### src/verilog/ssp_defines.svh
// register offsets, field positions, reset values and timing counts of the spi port
`ifndef SSP_DEFINES_SVH
`define SSP_DEFINES_SVH
`define SSP_OFF_BUF       8'h00
`define SSP_OFF_CTL       8'h04
`define SSP_OFF_STAT      8'h08
`define SSP_OFF_AUX       8'h0C
`define SSP_CTL_WRITE_COLLISION_FLAG      7
`define SSP_CTL_OV        6
`define SSP_CTL_EN        5
`define SSP_CTL_CKP       4
`define SSP_STAT_SMP      7
`define SSP_STAT_CKE      6
`define SSP_STAT_BF       0
`define SSP_AUX_DIRA5     8
`define SSP_AUX_IRQEN     9
`define SSP_AUX_IRQF      10
`define SSP_DIRC_SDO      5
`define SSP_DIRC_SCK      3
`define SSP_RST_CTL       8'h00
`define SSP_RST_STAT      8'h00
`define SSP_RST_DIRC      8'hFF
`define SSP_MODE_M4       4'h0
`define SSP_MODE_M16      4'h1
`define SSP_MODE_M64      4'h2
`define SSP_MODE_MTMR     4'h3
`define SSP_MODE_S_SS     4'h4
`define SSP_MODE_S_NOSS   4'h5
`define SSP_FOSC_MHZ      50
`define SSP_HALF_DIV4     6'h02
`define SSP_HALF_DIV16    6'h08
`define SSP_HALF_DIV64    6'h20
`define SSP_LAST_EDGE     4'hF
`define SSP_LAST_BIT      3'h7
`endif

### src/verilog/ssp_pkg.sv
// types shared by the spi port
`default_nettype none
package ssp_pkg;
  typedef enum logic {SSP_IDLE, SSP_RUN} ssp_state_e;
  typedef struct packed {
    logic       write_collision_flag;
    logic       ov;
    logic       en;
    logic       clock_idle_polarity;
    logic [3:0] mode;
  } ssp_ctrl_s;
  typedef struct packed {
    logic sck_o;
    logic sck_oe;
    logic sdo_o;
    logic sdo_oe;
  } ssp_pins_s;
endpackage
`default_nettype wire

### src/verilog/ssp_spi.sv
// spi mode serial port with classic wishbone register access
// Notes on behaviour
// - port works only while port_enable_bit is set; clear, rewrite, set reconfigures
// - input pin self managed; output and clock drivers follow their direction bits
// - bits launch on the programmed edge and are captured on the opposite edge
// - master write to transfer_buffer starts an 8-bit exchange at once
// - master with output disabled still receives bytes with normal status updates
// - data shifts most significant bit first in every mode
// - master clock is system clock over 4, 16, 64 or timer over 2
// - with clock_edge_select set the first bit is valid before the first edge
// - slave shifts on external clock and flags after the eighth capture
// - slave keeps working in sleep and wakes the device on a byte when port interrupts are enabled
// - select controlled slave transfers and drives output only while select is low
// - select going high releases the output pin after the two synchroniser stages, even mid byte
// - select high in controlled mode or enable clear forces bit counter to zero
// - master freezes during sleep and resumes from the same state
// - slave shift register runs without device clocking; here it runs on sys_clk, sampling the synchronised external clock; flag wakes if enabled
// - device reset disables the port and aborts any transfer
// - spi modes map to idle polarity and edge select pairs as tabulated
// - master completion wakes the device only when port interrupts are enabled
// - output pin configured as input sends nothing, allowing two-wire use
// - received byte sets full and irq flags; buffer read clears full flag
// - buffer write during a transfer is dropped and sets write_collision_flag
// - slave byte arriving with buffer full sets overflow and is discarded
// - mode codes 0 to 3 master rates, 4 and 5 slave with and without select
//
// The implementer's own choices: the Wishbone interface to the registers and the placing of the registers.
`timescale 1ns/1ns
`default_nettype none
`include "ssp_defines.svh"
module ssp_spi (
  input  wire logic             sys_clk,
  input  wire logic             rst,
  input  wire logic             wb_cyc_i,
  input  wire logic             wb_stb_i,
  input  wire logic             wb_we_i,
  input  wire logic [7:0]       wb_adr_i,
  input  wire logic [3:0]       wb_sel_i,
  input  wire logic [31:0]      wb_dat_i,
  output logic      [31:0]      wb_dat_o,
  output logic                  wb_ack_o,
  input  wire logic             sck_i,
  input  wire logic             sdi_i,
  input  wire logic             ss_n_i,
  input  wire logic             tmr2_match_i,
  input  wire logic             sleep_mode_i,
  output logic                  wake_o,
  output ssp_pkg::ssp_pins_s    pins_o
);
  import ssp_pkg::*;

  // pin synchronisers; the first stage feeds only the second
  logic       sck_m_reg, sck_s_reg, sck_d_reg;
  logic       sdi_m_reg, sdi_s_reg;
  logic       ss_m_reg, ss_s_reg;
  always_ff @(posedge sys_clk or posedge rst)
  begin
    if (rst)
    begin
      sck_m_reg <= 1'b0;
      sck_s_reg <= 1'b0;
      sck_d_reg <= 1'b0;
      sdi_m_reg <= 1'b0;
      sdi_s_reg <= 1'b0;
      ss_m_reg  <= 1'b1;
      ss_s_reg  <= 1'b1;
    end
    else
    begin
      sck_m_reg <= sck_i;
      sck_s_reg <= sck_m_reg;
      sck_d_reg <= sck_s_reg;
      sdi_m_reg <= sdi_i;
      sdi_s_reg <= sdi_m_reg;
      ss_m_reg  <= ss_n_i;
      ss_s_reg  <= ss_m_reg;
    end
  end

  // bus group
  logic        ack_reg, ack_next;
  logic [31:0] dat_reg, dat_next;
  // core group
  ssp_ctrl_s   ctl_reg, ctl_next;
  logic        smp_reg, smp_next, cke_reg, cke_next;
  logic [7:0]  dirc_reg, dirc_next;
  logic        dira5_reg, dira5_next, irqen_reg, irqen_next;
  logic [7:0]  buf_reg, buf_next, shift_reg, shift_next;
  logic        out_reg, out_next, bf_reg, bf_next, irqf_reg, irqf_next;
  ssp_state_e  state_reg, state_next;
  logic [5:0]  div_reg, div_next;
  logic        sck_reg, sck_next;
  logic [3:0]  edge_reg, edge_next;
  logic [2:0]  bits_reg, bits_next;
  logic        cap_reg, cap_next;

  logic bus_req, acc_wr, acc_rd;
  logic is_master, ss_ctl, ss_hold, slave_go, busy;
  logic m_tick, m_to_act, m_tx, m_done;
  logic s_chg, s_to_act, s_tx, s_done;
  logic [5:0] half_cnt;

  assign bus_req   = wb_cyc_i & wb_stb_i & ~ack_reg;
  // effects land on the edge where the master samples ack
  assign acc_wr    = wb_cyc_i & wb_stb_i & ack_reg & wb_we_i;
  assign acc_rd    = wb_cyc_i & wb_stb_i & ack_reg & ~wb_we_i;
  assign is_master = (ctl_reg.mode[3:2] == 2'b00);
  assign ss_ctl    = (ctl_reg.mode == `SSP_MODE_S_SS);
  assign ss_hold   = ss_ctl & ss_s_reg;
  assign slave_go  = ctl_reg.en & ~is_master & ~ss_hold;
  assign busy      = (state_reg == SSP_RUN) | (bits_reg != 3'h0);

  always_comb
  begin
    unique case (ctl_reg.mode[1:0])
      2'b00:   half_cnt = `SSP_HALF_DIV4;
      2'b01:   half_cnt = `SSP_HALF_DIV16;
      default: half_cnt = `SSP_HALF_DIV64;
    endcase
  end

  // sleep gates only the master; the slave keeps running
  assign m_tick = (state_reg == SSP_RUN) & ~sleep_mode_i &
                  ((ctl_reg.mode == `SSP_MODE_MTMR) ? tmr2_match_i :
                   (div_reg == half_cnt - 6'h01));
  assign m_to_act = (sck_reg == ctl_reg.clock_idle_polarity);
  assign m_tx     = (m_to_act == ~cke_reg);
  assign m_done   = m_tick & (edge_reg == `SSP_LAST_EDGE);
  assign s_chg    = slave_go & (sck_s_reg != sck_d_reg);
  assign s_to_act = (sck_d_reg == ctl_reg.clock_idle_polarity);
  assign s_tx     = (s_to_act == ~cke_reg);
  assign s_done   = s_chg & ~s_tx & (bits_reg == `SSP_LAST_BIT);

  always_comb
  begin
    ack_next = bus_req;
    dat_next = 32'h0000_0000;
    if (bus_req)
    begin
      unique case (wb_adr_i)
        `SSP_OFF_BUF:  dat_next = {24'h00_0000, buf_reg};
        `SSP_OFF_CTL:  dat_next = {24'h00_0000, ctl_reg};
        `SSP_OFF_STAT: dat_next = {24'h00_0000, smp_reg, cke_reg, 5'h00, bf_reg};
        `SSP_OFF_AUX:  dat_next = {21'h00_0000, irqf_reg, irqen_reg, dira5_reg, dirc_reg};
        default:       dat_next = 32'h0000_0000;
      endcase
    end
  end

  always_comb
  begin
    ctl_next   = ctl_reg;
    smp_next   = smp_reg;
    cke_next   = cke_reg;
    dirc_next  = dirc_reg;
    dira5_next = dira5_reg;
    irqen_next = irqen_reg;
    buf_next   = buf_reg;
    shift_next = shift_reg;
    out_next   = out_reg;
    bf_next    = bf_reg;
    irqf_next  = irqf_reg;
    state_next = state_reg;
    div_next   = div_reg;
    sck_next   = sck_reg;
    edge_next  = edge_reg;
    bits_next  = bits_reg;
    cap_next   = cap_reg;
    // software side first so that hardware sets below win over clears
    if (acc_wr & wb_sel_i[0])
    begin
      unique case (wb_adr_i)
        `SSP_OFF_BUF:
        begin
          if (busy)
            ctl_next.write_collision_flag = 1'b1;
          else
          begin
            buf_next   = wb_dat_i[7:0];
            shift_next = wb_dat_i[7:0];
            out_next   = wb_dat_i[7];
            if (is_master & ctl_reg.en)
            begin
              state_next = SSP_RUN;
              div_next   = 6'h00;
              edge_next  = 4'h0;
              cap_next   = 1'b0;
            end
          end
        end
        `SSP_OFF_CTL:  ctl_next = wb_dat_i[7:0];
        `SSP_OFF_STAT:
        begin
          smp_next = wb_dat_i[`SSP_STAT_SMP];
          cke_next = wb_dat_i[`SSP_STAT_CKE];
        end
        `SSP_OFF_AUX:  dirc_next = wb_dat_i[7:0];
        default:       ;
      endcase
    end
    if (acc_wr & wb_sel_i[1] & (wb_adr_i == `SSP_OFF_AUX))
    begin
      dira5_next = wb_dat_i[`SSP_AUX_DIRA5];
      irqen_next = wb_dat_i[`SSP_AUX_IRQEN];
      irqf_next  = irqf_reg & wb_dat_i[`SSP_AUX_IRQF];
    end
    if (acc_rd & (wb_adr_i == `SSP_OFF_BUF))
      bf_next = 1'b0;
    // master engine
    if (state_reg == SSP_RUN)
    begin
      if (~sleep_mode_i)
        div_next = m_tick ? 6'h00 : div_reg + 6'h01;
      if (m_tick)
      begin
        sck_next  = ~sck_reg;
        edge_next = edge_reg + 4'h1;
        // the synchronised input trails the pin by two cycles, so a capture
        // is owed and taken at the next launch edge; limitation: at the
        // fastest rate the last bit of an active-edge-launch frame reads early
        if (m_tx)
        begin
          if (cap_reg)
          begin
            shift_next = {shift_reg[6:0], sdi_s_reg};
            out_next   = shift_reg[6];
          end
          else
            out_next = shift_reg[7];
          cap_next = 1'b0;
        end
        else if (m_done)
          shift_next = {shift_reg[6:0], sdi_s_reg};
        else
          cap_next = 1'b1;
        if (m_done)
        begin
          state_next = SSP_IDLE;
          buf_next   = shift_next;
          bf_next    = 1'b1;
          irqf_next  = 1'b1;
        end
      end
    end
    else
      sck_next = ctl_next.clock_idle_polarity;
    // slave engine, paced by the synchronised external clock
    if (s_chg)
    begin
      if (s_tx)
        out_next = shift_reg[7];
      else
      begin
        shift_next = {shift_reg[6:0], sdi_s_reg};
        bits_next  = bits_reg + 3'h1;
      end
      if (s_done)
      begin
        irqf_next = 1'b1;
        if (bf_reg)
          ctl_next.ov = 1'b1;
        else
        begin
          buf_next = shift_next;
          bf_next  = 1'b1;
        end
      end
    end
    // module reset: disabled port or select released
    if (~ctl_reg.en | ss_hold)
    begin
      bits_next  = 3'h0;
      state_next = SSP_IDLE;
      edge_next  = 4'h0;
      div_next   = 6'h00;
      cap_next   = 1'b0;
    end
  end

  always_ff @(posedge sys_clk or posedge rst)
  begin
    if (rst)
    begin
      ack_reg <= 1'b0;
      dat_reg <= 32'h0000_0000;
    end
    else
    begin
      ack_reg <= ack_next;
      dat_reg <= dat_next;
    end
  end

  always_ff @(posedge sys_clk or posedge rst)
  begin
    if (rst)
    begin
      ctl_reg   <= `SSP_RST_CTL;
      smp_reg   <= 1'b0;
      cke_reg   <= 1'b0;
      dirc_reg  <= `SSP_RST_DIRC;
      dira5_reg <= 1'b1;
      irqen_reg <= 1'b0;
      buf_reg   <= 8'h00;
      shift_reg <= 8'h00;
      out_reg   <= 1'b0;
      bf_reg    <= 1'b0;
      irqf_reg  <= 1'b0;
      state_reg <= SSP_IDLE;
      div_reg   <= 6'h00;
      sck_reg   <= 1'b0;
      edge_reg  <= 4'h0;
      bits_reg  <= 3'h0;
      cap_reg   <= 1'b0;
    end
    else
    begin
      ctl_reg   <= ctl_next;
      smp_reg   <= smp_next;
      cke_reg   <= cke_next;
      dirc_reg  <= dirc_next;
      dira5_reg <= dira5_next;
      irqen_reg <= irqen_next;
      buf_reg   <= buf_next;
      shift_reg <= shift_next;
      out_reg   <= out_next;
      bf_reg    <= bf_next;
      irqf_reg  <= irqf_next;
      state_reg <= state_next;
      div_reg   <= div_next;
      sck_reg   <= sck_next;
      edge_reg  <= edge_next;
      bits_reg  <= bits_next;
      cap_reg   <= cap_next;
    end
  end

  assign wb_ack_o = ack_reg;
  assign wb_dat_o = dat_reg;
  assign wake_o   = irqf_reg & irqen_reg;
  assign pins_o.sck_o  = sck_reg;
  assign pins_o.sck_oe = ctl_reg.en & is_master & ~dirc_reg[`SSP_DIRC_SCK];
  assign pins_o.sdo_o  = out_reg;
  // select release acts after the two synchroniser stages
  assign pins_o.sdo_oe = ctl_reg.en & ~dirc_reg[`SSP_DIRC_SDO] & ~ss_hold;
endmodule
`default_nettype wire

### config.mk
export PLATFORM = sky130hd
export DESIGN_NAME = ssp_spi
export DESIGN_NICKNAME = d
export VERILOG_FILES = /design/src/verilog/ssp_pkg.sv /design/src/verilog/ssp_spi.sv
export VERILOG_INCLUDE_DIRS = /design/src /design/src/verilog
export SDC_FILE = /design/constraint.sdc
export NUM_CORES = 1
export LEC_CHECK = 0
export BUFFER_PORTS_ARGS = -buffer_cell sky130_fd_sc_hd__buf_4
export CELL_PAD_IN_SITES_DETAIL_PLACEMENT = 0
export CELL_PAD_IN_SITES_GLOBAL_PLACEMENT = 1
export CORE_MARGIN = 5
export CORE_UTILIZATION = 28
export DETAILED_ROUTE_END_ITERATION = 6
export GPL_TIMING_DRIVEN = 0
export PLACE_DENSITY_LB_ADDON = 0.1
export SLEW_MARGIN = 25
export SYNTH_ARGS = -nofsm -noshare
export SYNTH_HDL_FRONTEND = slang
export SYNTH_SLANG_ARGS = --single-unit
### constraint.sdc
create_clock -name sys_clk -period 2.75 [get_ports sys_clk]
set_clock_uncertainty 0.1 [all_clocks]
set_input_delay 0.55 -clock sys_clk [delete_from_list [all_inputs] [get_ports sys_clk]]
set_output_delay 0.55 -clock sys_clk [all_outputs]
set_load 0.05 [all_outputs]
==> Yosys cells after proc, flatten, opt, wreduce, memory -nomap -nowiden <==
Index checks and enable logic that the tools add are counted.
{ "classes": {"bitwise": 37, "n_lt_le_gt_ge": 0, "n_reduce_logical": 11, "mux": 89, "eq_ne": 17, "n_addsub": 4, "multipliers": 0, "shifts": 0, "div_mod_pow": 0} }
{ "op_table": {"columns": ["op", "n"], "rows": [
  ["$mux W8", 19],
  ["$mux W6", 8],
  ["$mux W1", 46],
  ["$pmux W11 S4", 1],
  ["$mux W4", 7],
  ["$and A1 B1 Y1", 24],
  ["$eq A8 B4 Y1 const B", 2],
  ["$mux W7", 2],
  ["$pmux W6 S2", 1],
  ["$mux W11", 1],
  ["$not A1 Y1", 11],
  ["$mux W3", 3],
  ["$eq A8 B3 Y1 const B", 1],
  ["$logic_not A8 Y1", 1],
  ["$reduce_and A2 Y1", 4],
  ["$add A6 B1 Y6 const B", 1],
  ["$eq A6 B6 Y1", 1],
  ["$sub A6 B1 Y6 const B", 1],
  ["$add A4 B1 Y4 const B", 1],
  ["$eq A1 B1 Y1", 4],
  ["$eq A4 B2 Y1 const B", 1],
  ["$eq A4 B3 Y1 const B", 1],
  ["$eq A4 B4 Y1 const B", 1],
  ["$logic_not A2 Y1", 2],
  ["other kinds (11)", 14]
]} }
{ "word_totals": {"mem_bits_rw": 0, "elab_cells": 188, "ff_bits": 95, "romBits": 0, "latch_bits": 0, "n_memories": 0} }

==> Longest topological paths before layout <==
Gate-level depths: netlist (run 1).
{ "depth": {"word_depth": 15, "depth_mapped": 10} }

==> Worst setup path after synthesis (run 1) <==
No wires, ideal clock.
{ "synth_path": {"path_type": "flip-flop to flip-flop", "startpoint": "reg ctl_reg[1] in the netlist's numbering", "endpoint": "reg shift_reg[6]", "stages_incl_launch_ff": 10, "path_buffers": 2, "period_less_slack_ns": 2.525, "arrival_time_ns": 2.299, "required_time_ns": 2.524, "setup_time_ns": 0.126, "path_slack_ns": 0.225, "path_cell_list": "dfrtp_1 -> or2_1 -> buf_4 -> ha_1 -> xnor2_1 -> mux2i_1 -> o31a_4 -> o32ai_4 -> buf_6 -> o21ai_0"} }
{ "synth_via": {"elab_chain_len": 13, "word_cells_on_any_way": 20, "classes_between": "add/sub (1); eq/ne (4); mux (8); bitwise (6); reduce/logical (1)"} }
{ "synth_rtl": {"columns": ["item", "line", "source"], "rows": [
  ["from (decl)", "ssp_spi.sv:84", "ssp_ctrl_s ctl_reg, ctl_next;"],
  ["from (signal assigned)", "ssp_spi.sv:298", "ctl_reg <= `SSP_RST_CTL;"],
  ["from (signal assigned)", "ssp_spi.sv:318", "ctl_reg <= ctl_next;"],
  ["$eq A2 B1 Y1 / $logic_not A2 Y1 (equally long branches)", "ssp_spi.sv:115", "unique case (ctl_reg.mode[1:0])"],
  ["$pmux W6 S2", "ssp_spi.sv:115", null],
  ["$sub A6 B1 Y6", "ssp_spi.sv:125", "(div_reg == half_cnt - 6'h01));"],
  ["$eq A6 B6 Y1", "ssp_spi.sv:125", null],
  ["$mux W1", "ssp_spi.sv:124", "((ctl_reg.mode == `SSP_MODE_MTMR) ? tmr2_match_i :"],
  ["$and A1 B1 Y1", "ssp_spi.sv:123", "assign m_tick = (state_reg == SSP_RUN) & ~sleep_mode_i &"],
  ["$and A1 B1 Y1", "ssp_spi.sv:128", "assign m_done = m_tick & (edge_reg == `SSP_LAST_EDGE);"],
  ["$mux W8", "ssp_spi.sv:232", "else if (m_done)"],
  ["$mux W8", "ssp_spi.sv:221", "if (m_tx)"],
  ["$mux W8", "ssp_spi.sv:214", "if (m_tick)"],
  ["$mux W8", "ssp_spi.sv:210", "if (state_reg == SSP_RUN)"],
  ["$mux W8", "ssp_spi.sv:250", "if (s_tx)"],
  ["$mux W8 *", "ssp_spi.sv:248", "if (s_chg)"],
  ["via shift_next[6]", "ssp_spi.sv:88", "logic [7:0] buf_reg, buf_next, shift_reg, shift_next;"],
  ["to (signal assigned)", "ssp_spi.sv:325", "shift_reg <= shift_next;"],
  ["to (decl)", "ssp_spi.sv:88", null]
]} }
Mark *: on every way through the listed nets, which the timed path passes. The rest lies on a longest branch.
A chain may end at the register's enable or synchronous reset.

==> out/results.tsv, run 1 <==
stage	metric	value	unit
logic_synthesis	Post-Synth Adder-Cell Area	2.18	%
global_route	initial antenna violation count	0	
logic_synthesis	Main synth FF type	dfrtp_1	
logic_synthesis	#FFs+latches synth	74	
flow_run	max-cap check violation count	0	
sta	Tmin final	2.70	ns
logic_synthesis	list of most frequent post-synthesis cells	63 x dfrtp_1, 46 x nand2_1, 31 x nor2_1	
sta	slew margin rel.	57.1	%
sta	Setup WS post-layout	0.0535	ns
power	share of power burned in registers	45.7	%
critical_path	Worst Path Required	2.10	ns
place	IO buf count	46	
logic_synthesis	Synth cell types	62	
logic_synthesis	Synth top area share	39.3	%
place	Place WS	-0.268	ns
place	Final HPWL DP	8570	um
clock_network	clk root buf	clkbuf_16	
logic_synthesis	synthesized cell area	4020	um2
critical_path	Critical Path AT	2.05	ns
power	power density cells	469	nW/um2
sta	setup violators final	0	
die	Die Y	130	um
place	RD Place Congestion	0.804	
cells_and_area	max reg flops	11	
cells_and_area	Syn-to-layout area delta	28.3	%
power	Clock Power Share	46.1	%
status	status	finished, final reports clean	
drt	Vias/cell	4.74	
clock_network	hold_buf cts	0	
critical_path	CP Capture Type	output pin	
die	Die ar.	16800	um2
drt	Final ANT Viol Nets	0	
clock_network	CTS tree	done	
power	Combinational Power Share	8.2	%
drt	final wirelength	11600	um
place	Placed Area	4680	um2
clock_network	clock latency on the worst-skew pair	0.34	ns
global_route	first-pass GRT wire length	18500	um
logic_synthesis	Synth Instances	396	
logic_synthesis	Synth Area per Inst	10.1	um2
drt	drt wl/cell	17.2	um
sta	crit share post-route	98.1	%
global_route	Global Route Usage Sum	14.3	%
cells_and_area	fin cells	674	
clock_network	Clock Pin Slew Worst Setup and Hold Paths	0.06	ns
logic_synthesis	Post-Synth XOR/XNOR Area	1.50	%
logic_synthesis	largest family of logic cells by synthesized area	simple AND/OR/NAND/NOR gates	
place	Placed Cells	643	
logic_synthesis	post-synth top area cell	dfrtp_1	
logic_synthesis	Synth Area in Simple Gates	18.0	%
logic_synthesis	top-count cell post-synth	dfrtp_1	
drt	Iter 0 DRT Violations	170	
logic_synthesis	Compound-Gate Fraction of Synth Area	15.7	%
sta	WHS	0.199	ns
hold_path	Worst Hold Class	primary input to async pin	
logic_synthesis	Post-synth EDFFs	0	
critical_path	Critical Path Fanout Max	10	
logic_synthesis	synth top area cells	dfrtp_1 39%, dfstp_2 7.2%, buf_4 4.7%	
sta	worst-margin pin slew	0.644	ns
logic_synthesis	Seq/Total Area, Yosys	46.5	%
power	Pleak	0.00231	uW
die	Rows	43	
logic_synthesis	asr flop ratio synth	100	%
global_route	largest net degree at the start of global routing	47	
global_route	number of global-route vias before repair	3308	
power	Pint	1780	uW
logic_synthesis	Ys Warns	0	
global_route	overflow left after global routing	0	
sta	Fin. Hold Viols	0	
die	Core Area	14000	um2
drt	iteration count of the initial detailed-routing pass	4	
cells_and_area	fraction of final layout cells sized beyond drive strength 1	33.2	%
drt	DRC	0	
power	Sw Pwr	634	uW
sta	Slew Viols, Final	0	
critical_path	crit path kind	flop to output pin	
clock_network	H-tree levels	3	
drt	via count	3195	
die	Die Wd	130	um
die	Starting Density	28.7	%
logic_synthesis	multiplexer share of the synthesized area	9.29	%
sta	Max Freq	0.371	GHz
cells_and_area	n_diodes	0	
clock_network	total CTS buffers	9	
clock_network	Clock Sinks	74	
cells_and_area	Finished Cell Area	5150	um2
clock_network	maximum buffer depth of the clock tree	2	
sta	setup_tns	0	ns
critical_path	critical path startpoint category	flop	
die	num ports	92	
power	Worst VDD drop	0.000234	V
cells_and_area	# nets final	550	
power	switching share of power	26.3	%
[cells in the final DEF (no fill, tap or decap), types with 7 or more instances in the layout]
cell type,netlist,layout
buf_4,25,82
dfrtp_1,63,61
nand2_1,46,46
nor2_1,31,30
o21ai_0,28,23
conb_1,1,21
mux2i_1,17,16
nand3_1,16,16
mux2_2,14,14
a21oi_1,12,12
dfstp_2,11,11
o2bb2ai_1,9,9
clkbuf_16,0,9
clkbuf_1,9,8
and2_1,7,7
and3_1,7,7
nor2b_1,7,7
o21ai_1,2,7
[metrics by stage]
step	power, uW	util, %
6_report	2410	36.8
5_1_grt	2510	36.8
4_1_cts	2450	35.9
3_5_place_dp	1320	33.5
3_3_place_gp	1320	33.3
2_1_floorplan	1250	-
[power groups by stage]
stage / clock network, uW / registers [uW] / logic (uW)
2_1_floorplan: 0 / 1120 / 129
3_3_place_gp: 0 / 1120 / 193
3_5_place_dp: 0 / 1120 / 198
4_1_cts: 1140 / 1100 / 198
5_1_grt: 1190 / 1100 / 214
6_report: 1110 / 1100 / 198
[worst paths after layout]
path / startpoint / slack [ns] / endpoint / depth (start not counted)
worst max-delay path: ctl_reg[1] / 0.05 / pins_o[0] / 6
worst min-delay path: rst / 0.20 / bits_reg[0] / 2
worst max register to register: ctl_reg[1] / 0.08 / out_reg / 10
worst min register to register: sdi_m_reg / 0.25 / sdi_s_reg / 0
max in group asynchronous: rst / 1.70 / dirc_reg[2] / 3
min in group sys_clk: ss_n_i / 0.22 / ss_m_reg / 1
[area by class of cell]
| cell class | count | area (um2) |
|---|---|---|
| Timing Repair Buffer | 62 | 489 |
| Multi-Input combinational cell | 298 | 2010 |
| Inverter | 5 | 21.3 |
| Tap cell | 180 | 225 |
| Buffer | 39 | 259 |
| Fill cell | 1427 | 8840 |
| Clock buffer | 9 | 225 |
| Sequential cell | 74 | 1870 |
| Clock inverter | 7 | 52.6 |
[what timing repair did]
item,CTS,global route
endpoints found under the setup margin,20,26
resized for setup,6,17
gates cloned,0,1
buffers inserted,6,8
pin swaps,3,4
[worst max-delay path: stages, from the launching register on]
cell and delay (ns):
dfrtp_2 0.41, or2_1 0.24, buf_6 0.14, o31ai_2 0.37
clkbuf_4 0.31, nor2_1 0.06, buf_4 0.18
[routing by layer]
| layer | wire length (um) | GRT usage (%) | vias to the layer above |
|---|---|---|---|
| met1 | 5470 | 20.1 | 1523 |
| met4 | 334 | 6.78 | 0 |
| met5 | 0 | 0 | - |
| met2 | 5060 | 21.2 | 91 |
| met3 | 709 | 2.74 | 22 |
| li1 | - | - | 1559 |
[cell families (layout without fill, tap and decap cells)]
family	Yosys count	after routing
flip-flops	74	74
AO/OA/AOI/OAI	86	86
other	1	21
adder cells (fa/ha/maj)	7	7
multiplexers	33	33
buffers and inverters	44	122
AND/OR/NAND/NOR	145	145
XOR/XNOR	6	6
Power figures use the tool's default switching activity.
==> run 2, diff against run 1 <==
Settings changed: CTS_BUF_LIST set to sky130_fd_sc_hd__clkbuf_4 sky130_fd_sc_hd__clkbuf_8.
==> out/results.tsv, run 2 (synthesis gave the netlist of run 1 again) <==
stage	metric	value	unit	change
status	status	finished, final reports clean		
power	switching share of power	28.8	%	+2.5 points
sta	Tmin final	2.71	ns	+0.0112 ns
die	Die Y	130	um	unchanged
drt	final wirelength	11700	um	+0.89%
power	Sw Pwr	605	uW	-4.6%
critical_path	crit path kind	flop to output pin		
sta	RSZ-0062 raised after global routing	yes		
clock_network	clock latency on the worst-skew pair	0.37	ns	+0.03 ns
critical_path	Worst Path Required	2.10	ns	about the same
die	Die ar.	16800	um2	unchanged
sta	Setup WS post-layout	0.0424	ns	-0.0112 ns
critical_path	worst flop-to-flop path startpoint	ctl_reg[1]		
cells_and_area	commonest non-fill, non-tap cell in the layout	buf_4		
cells_and_area	post-layout utilization of the core	36.1	%	-0.73 points
sta	Max Freq	0.369	GHz	-0.41%
sta	Fin. Hold Viols	0		unchanged
global_route	largest net degree at the start of global routing	47		unchanged
die	Rows	43		unchanged
sta	setup violators final	0		unchanged
critical_path	Critical Path Fanout Max	10		unchanged
clock_network	H-tree levels	3		unchanged
die	Die Wd	130	um	unchanged
cells_and_area	fraction of final layout cells sized beyond drive strength 1	33.0	%	-0.20 points
clock_network	CTS tree	done		
global_route	first-pass GRT wire length	18600	um	+0.63%
cells_and_area	Syn-to-layout area delta	25.7	%	
die	Starting Density	28.7	%	unchanged
clock_network	Clock Pin Slew Worst Setup and Hold Paths	0.09	ns	+0.03 ns
global_route	number of global-route vias before repair	3314		+0.18%
power	Pleak	0.00227	uW	-1.9%
critical_path	CP top delay family	buffers and inverters		
sta	setup_tns	0	ns	unchanged
flow_run	max-cap check violation count	0		unchanged
critical_path	cells on worst reg2reg path	10		unchanged
drt	via count	3211		+0.50%
sta	Slew Viols, Final	0		unchanged
place	IO buf count	46		unchanged
power	Pint	1500	uW	-16%
sta	crit share post-route	98.5	%	+0.41 points
die	num ports	92		unchanged
sta	worst-margin pin slew	0.666	ns	+0.0214 ns
clock_network	total CTS buffers	9		unchanged
critical_path	Crit path largest cell delay	0.42	ns	about the same
power	share of power burned in registers	52.5	%	+6.8 points
drt	Vias/cell	4.76		+0.50%
cells_and_area	n_diodes	0		unchanged
critical_path	critical path startpoint category	flop		
place	RD Place Congestion	0.804		unchanged
power	Combinational Power Share	9.4	%	+1.2 points
cells_and_area	max reg flops	11		unchanged
drt	Iter 0 DRT Violations	172		+1.2%
drt	drt wl/cell	17.3	um	+0.89%
cells_and_area	commonest non-fill, non-tap cells in the layout	82 x buf_4, 61 x dfrtp_1, 46 x nand2_1		
critical_path	Buf/Inv on CP	3		unchanged
hold_path	Worst Hold Class	primary input to async pin		
power	Worst VDD drop	0.000208	V	-11%
global_route	Global Route Usage Sum	14.4	%	+0.15 points
place	Final HPWL DP	8570	um	unchanged
critical_path	R2R Setup Slk	0.08	ns	about the same
critical_path	Crit-path slowest cell	dfrtp_2		
place	Place WS	-0.268	ns	unchanged
global_route	overflow left after global routing	0		unchanged
power	power density cells	416	nW/um2	-11%
critical_path	Critical Path AT	2.06	ns	about the same
critical_path	CP Capture Type	output pin		
power	Clock Power Share	38.1	%	-8.0 points
critical_path	RR Endpoint	out_reg		
drt	Final ANT Viol Nets	0		unchanged
clock_network	maximum buffer depth of the clock tree	2		unchanged
sta	slew margin rel.	54.4	%	-2.7 points
critical_path	crit path cell chain	or2_1 > buf_6 > o31ai_2 > clkbuf_8 > nor2_1 > buf_4		
drt	iteration count of the initial detailed-routing pass	4		unchanged
clock_network	clk root buf	clkbuf_8		
clock_network	Clock Sinks	74		unchanged
drt	DRC	0		unchanged
global_route	initial antenna violation count	0		unchanged
cells_and_area	# nets final	550		unchanged
die	Core Area	14000	um2	unchanged
## run 2: cell counts in the layout (fill, tap and decap cells not counted)
No cell type changed its count.
## run 2: final cells by class
| class | count | area [um2] |
|---|---|---|
| well taps | 180 | 225 |
| fillers | 1432 | 8940 |
| plain buffers | 39 | 265 |
| multi-input cells | 298 | 2000 |
| flip-flops and latches | 74 | 1870 |
| repair buffers | 62 | 489 |
| clock buffers | 9 | 124 |
| clock inverters | 7 | 52.6 |
| inverters | 5 | 21.3 |
## run 2: worst max-delay path by stage
stage / from / end / slack (ns) / depth (start not counted)
2_1_floorplan: ctl_reg[1] / shift_reg[6] / 0.23 / 9
3_3_place_gp: rst / shift_reg[2] / -0.94 / 2
3_5_place_dp: ctl_reg[1] / buf_reg[5] / -0.27 / 9
4_1_cts: ctl_reg[1] / buf_reg[0] / 0.001 / 9
5_1_grt: ctl_reg[1] / pins_o[0] / -0.02 / 6
6_report: ctl_reg[1] / pins_o[0] / 0.04 / 6
## run 2: metal layers
layer  track usage [%]  routed length [um]  vias up
met5                 0                   0        -
met4              7.46                 397        0
met3              2.91                 681       28
met2              21.1                5040       90
met1              20.2                5550     1535
li1                  -                   -     1558
## run 2: metrics by stage
| stage | hold WS [ns] | instance area [um2] | power [uW] | std cells |
|---|---|---|---|---|
| final | 0.162 | 5050 | 2100 | 674 |
| after global routing | 0.165 | 5050 | 2190 | 674 |
| after CTS | 0.162 | 4920 | 2130 | 664 |
| after detailed placement | 0.236 | 4680 | 1320 | 643 |
| after global placement | 0.233 | 4660 | 1320 | 642 |
| after floorplan | 0.231 | 4090 | 1250 | 416 |
## run 2: power groups by stage
stage / clock, uW / sequential, uW / combinational, uW
3_3_place_gp: 0 / 1120 / 193
4_1_cts: 827 / 1100 / 198
6_report: 800 / 1100 / 198
2_1_floorplan: 0 / 1120 / 129
3_5_place_dp: 0 / 1120 / 198
5_1_grt: 877 / 1100 / 214
## run 2: what timing repair did
item | 4_1_cts | 5_1_grt
gates resized for setup | 7 | 16
pin swaps | 3 | 4
hold buffers | 0 | 0
endpoints found under the setup margin | 20 | 28
setup buffers | 5 | 9
gates cloned | 0 | 1
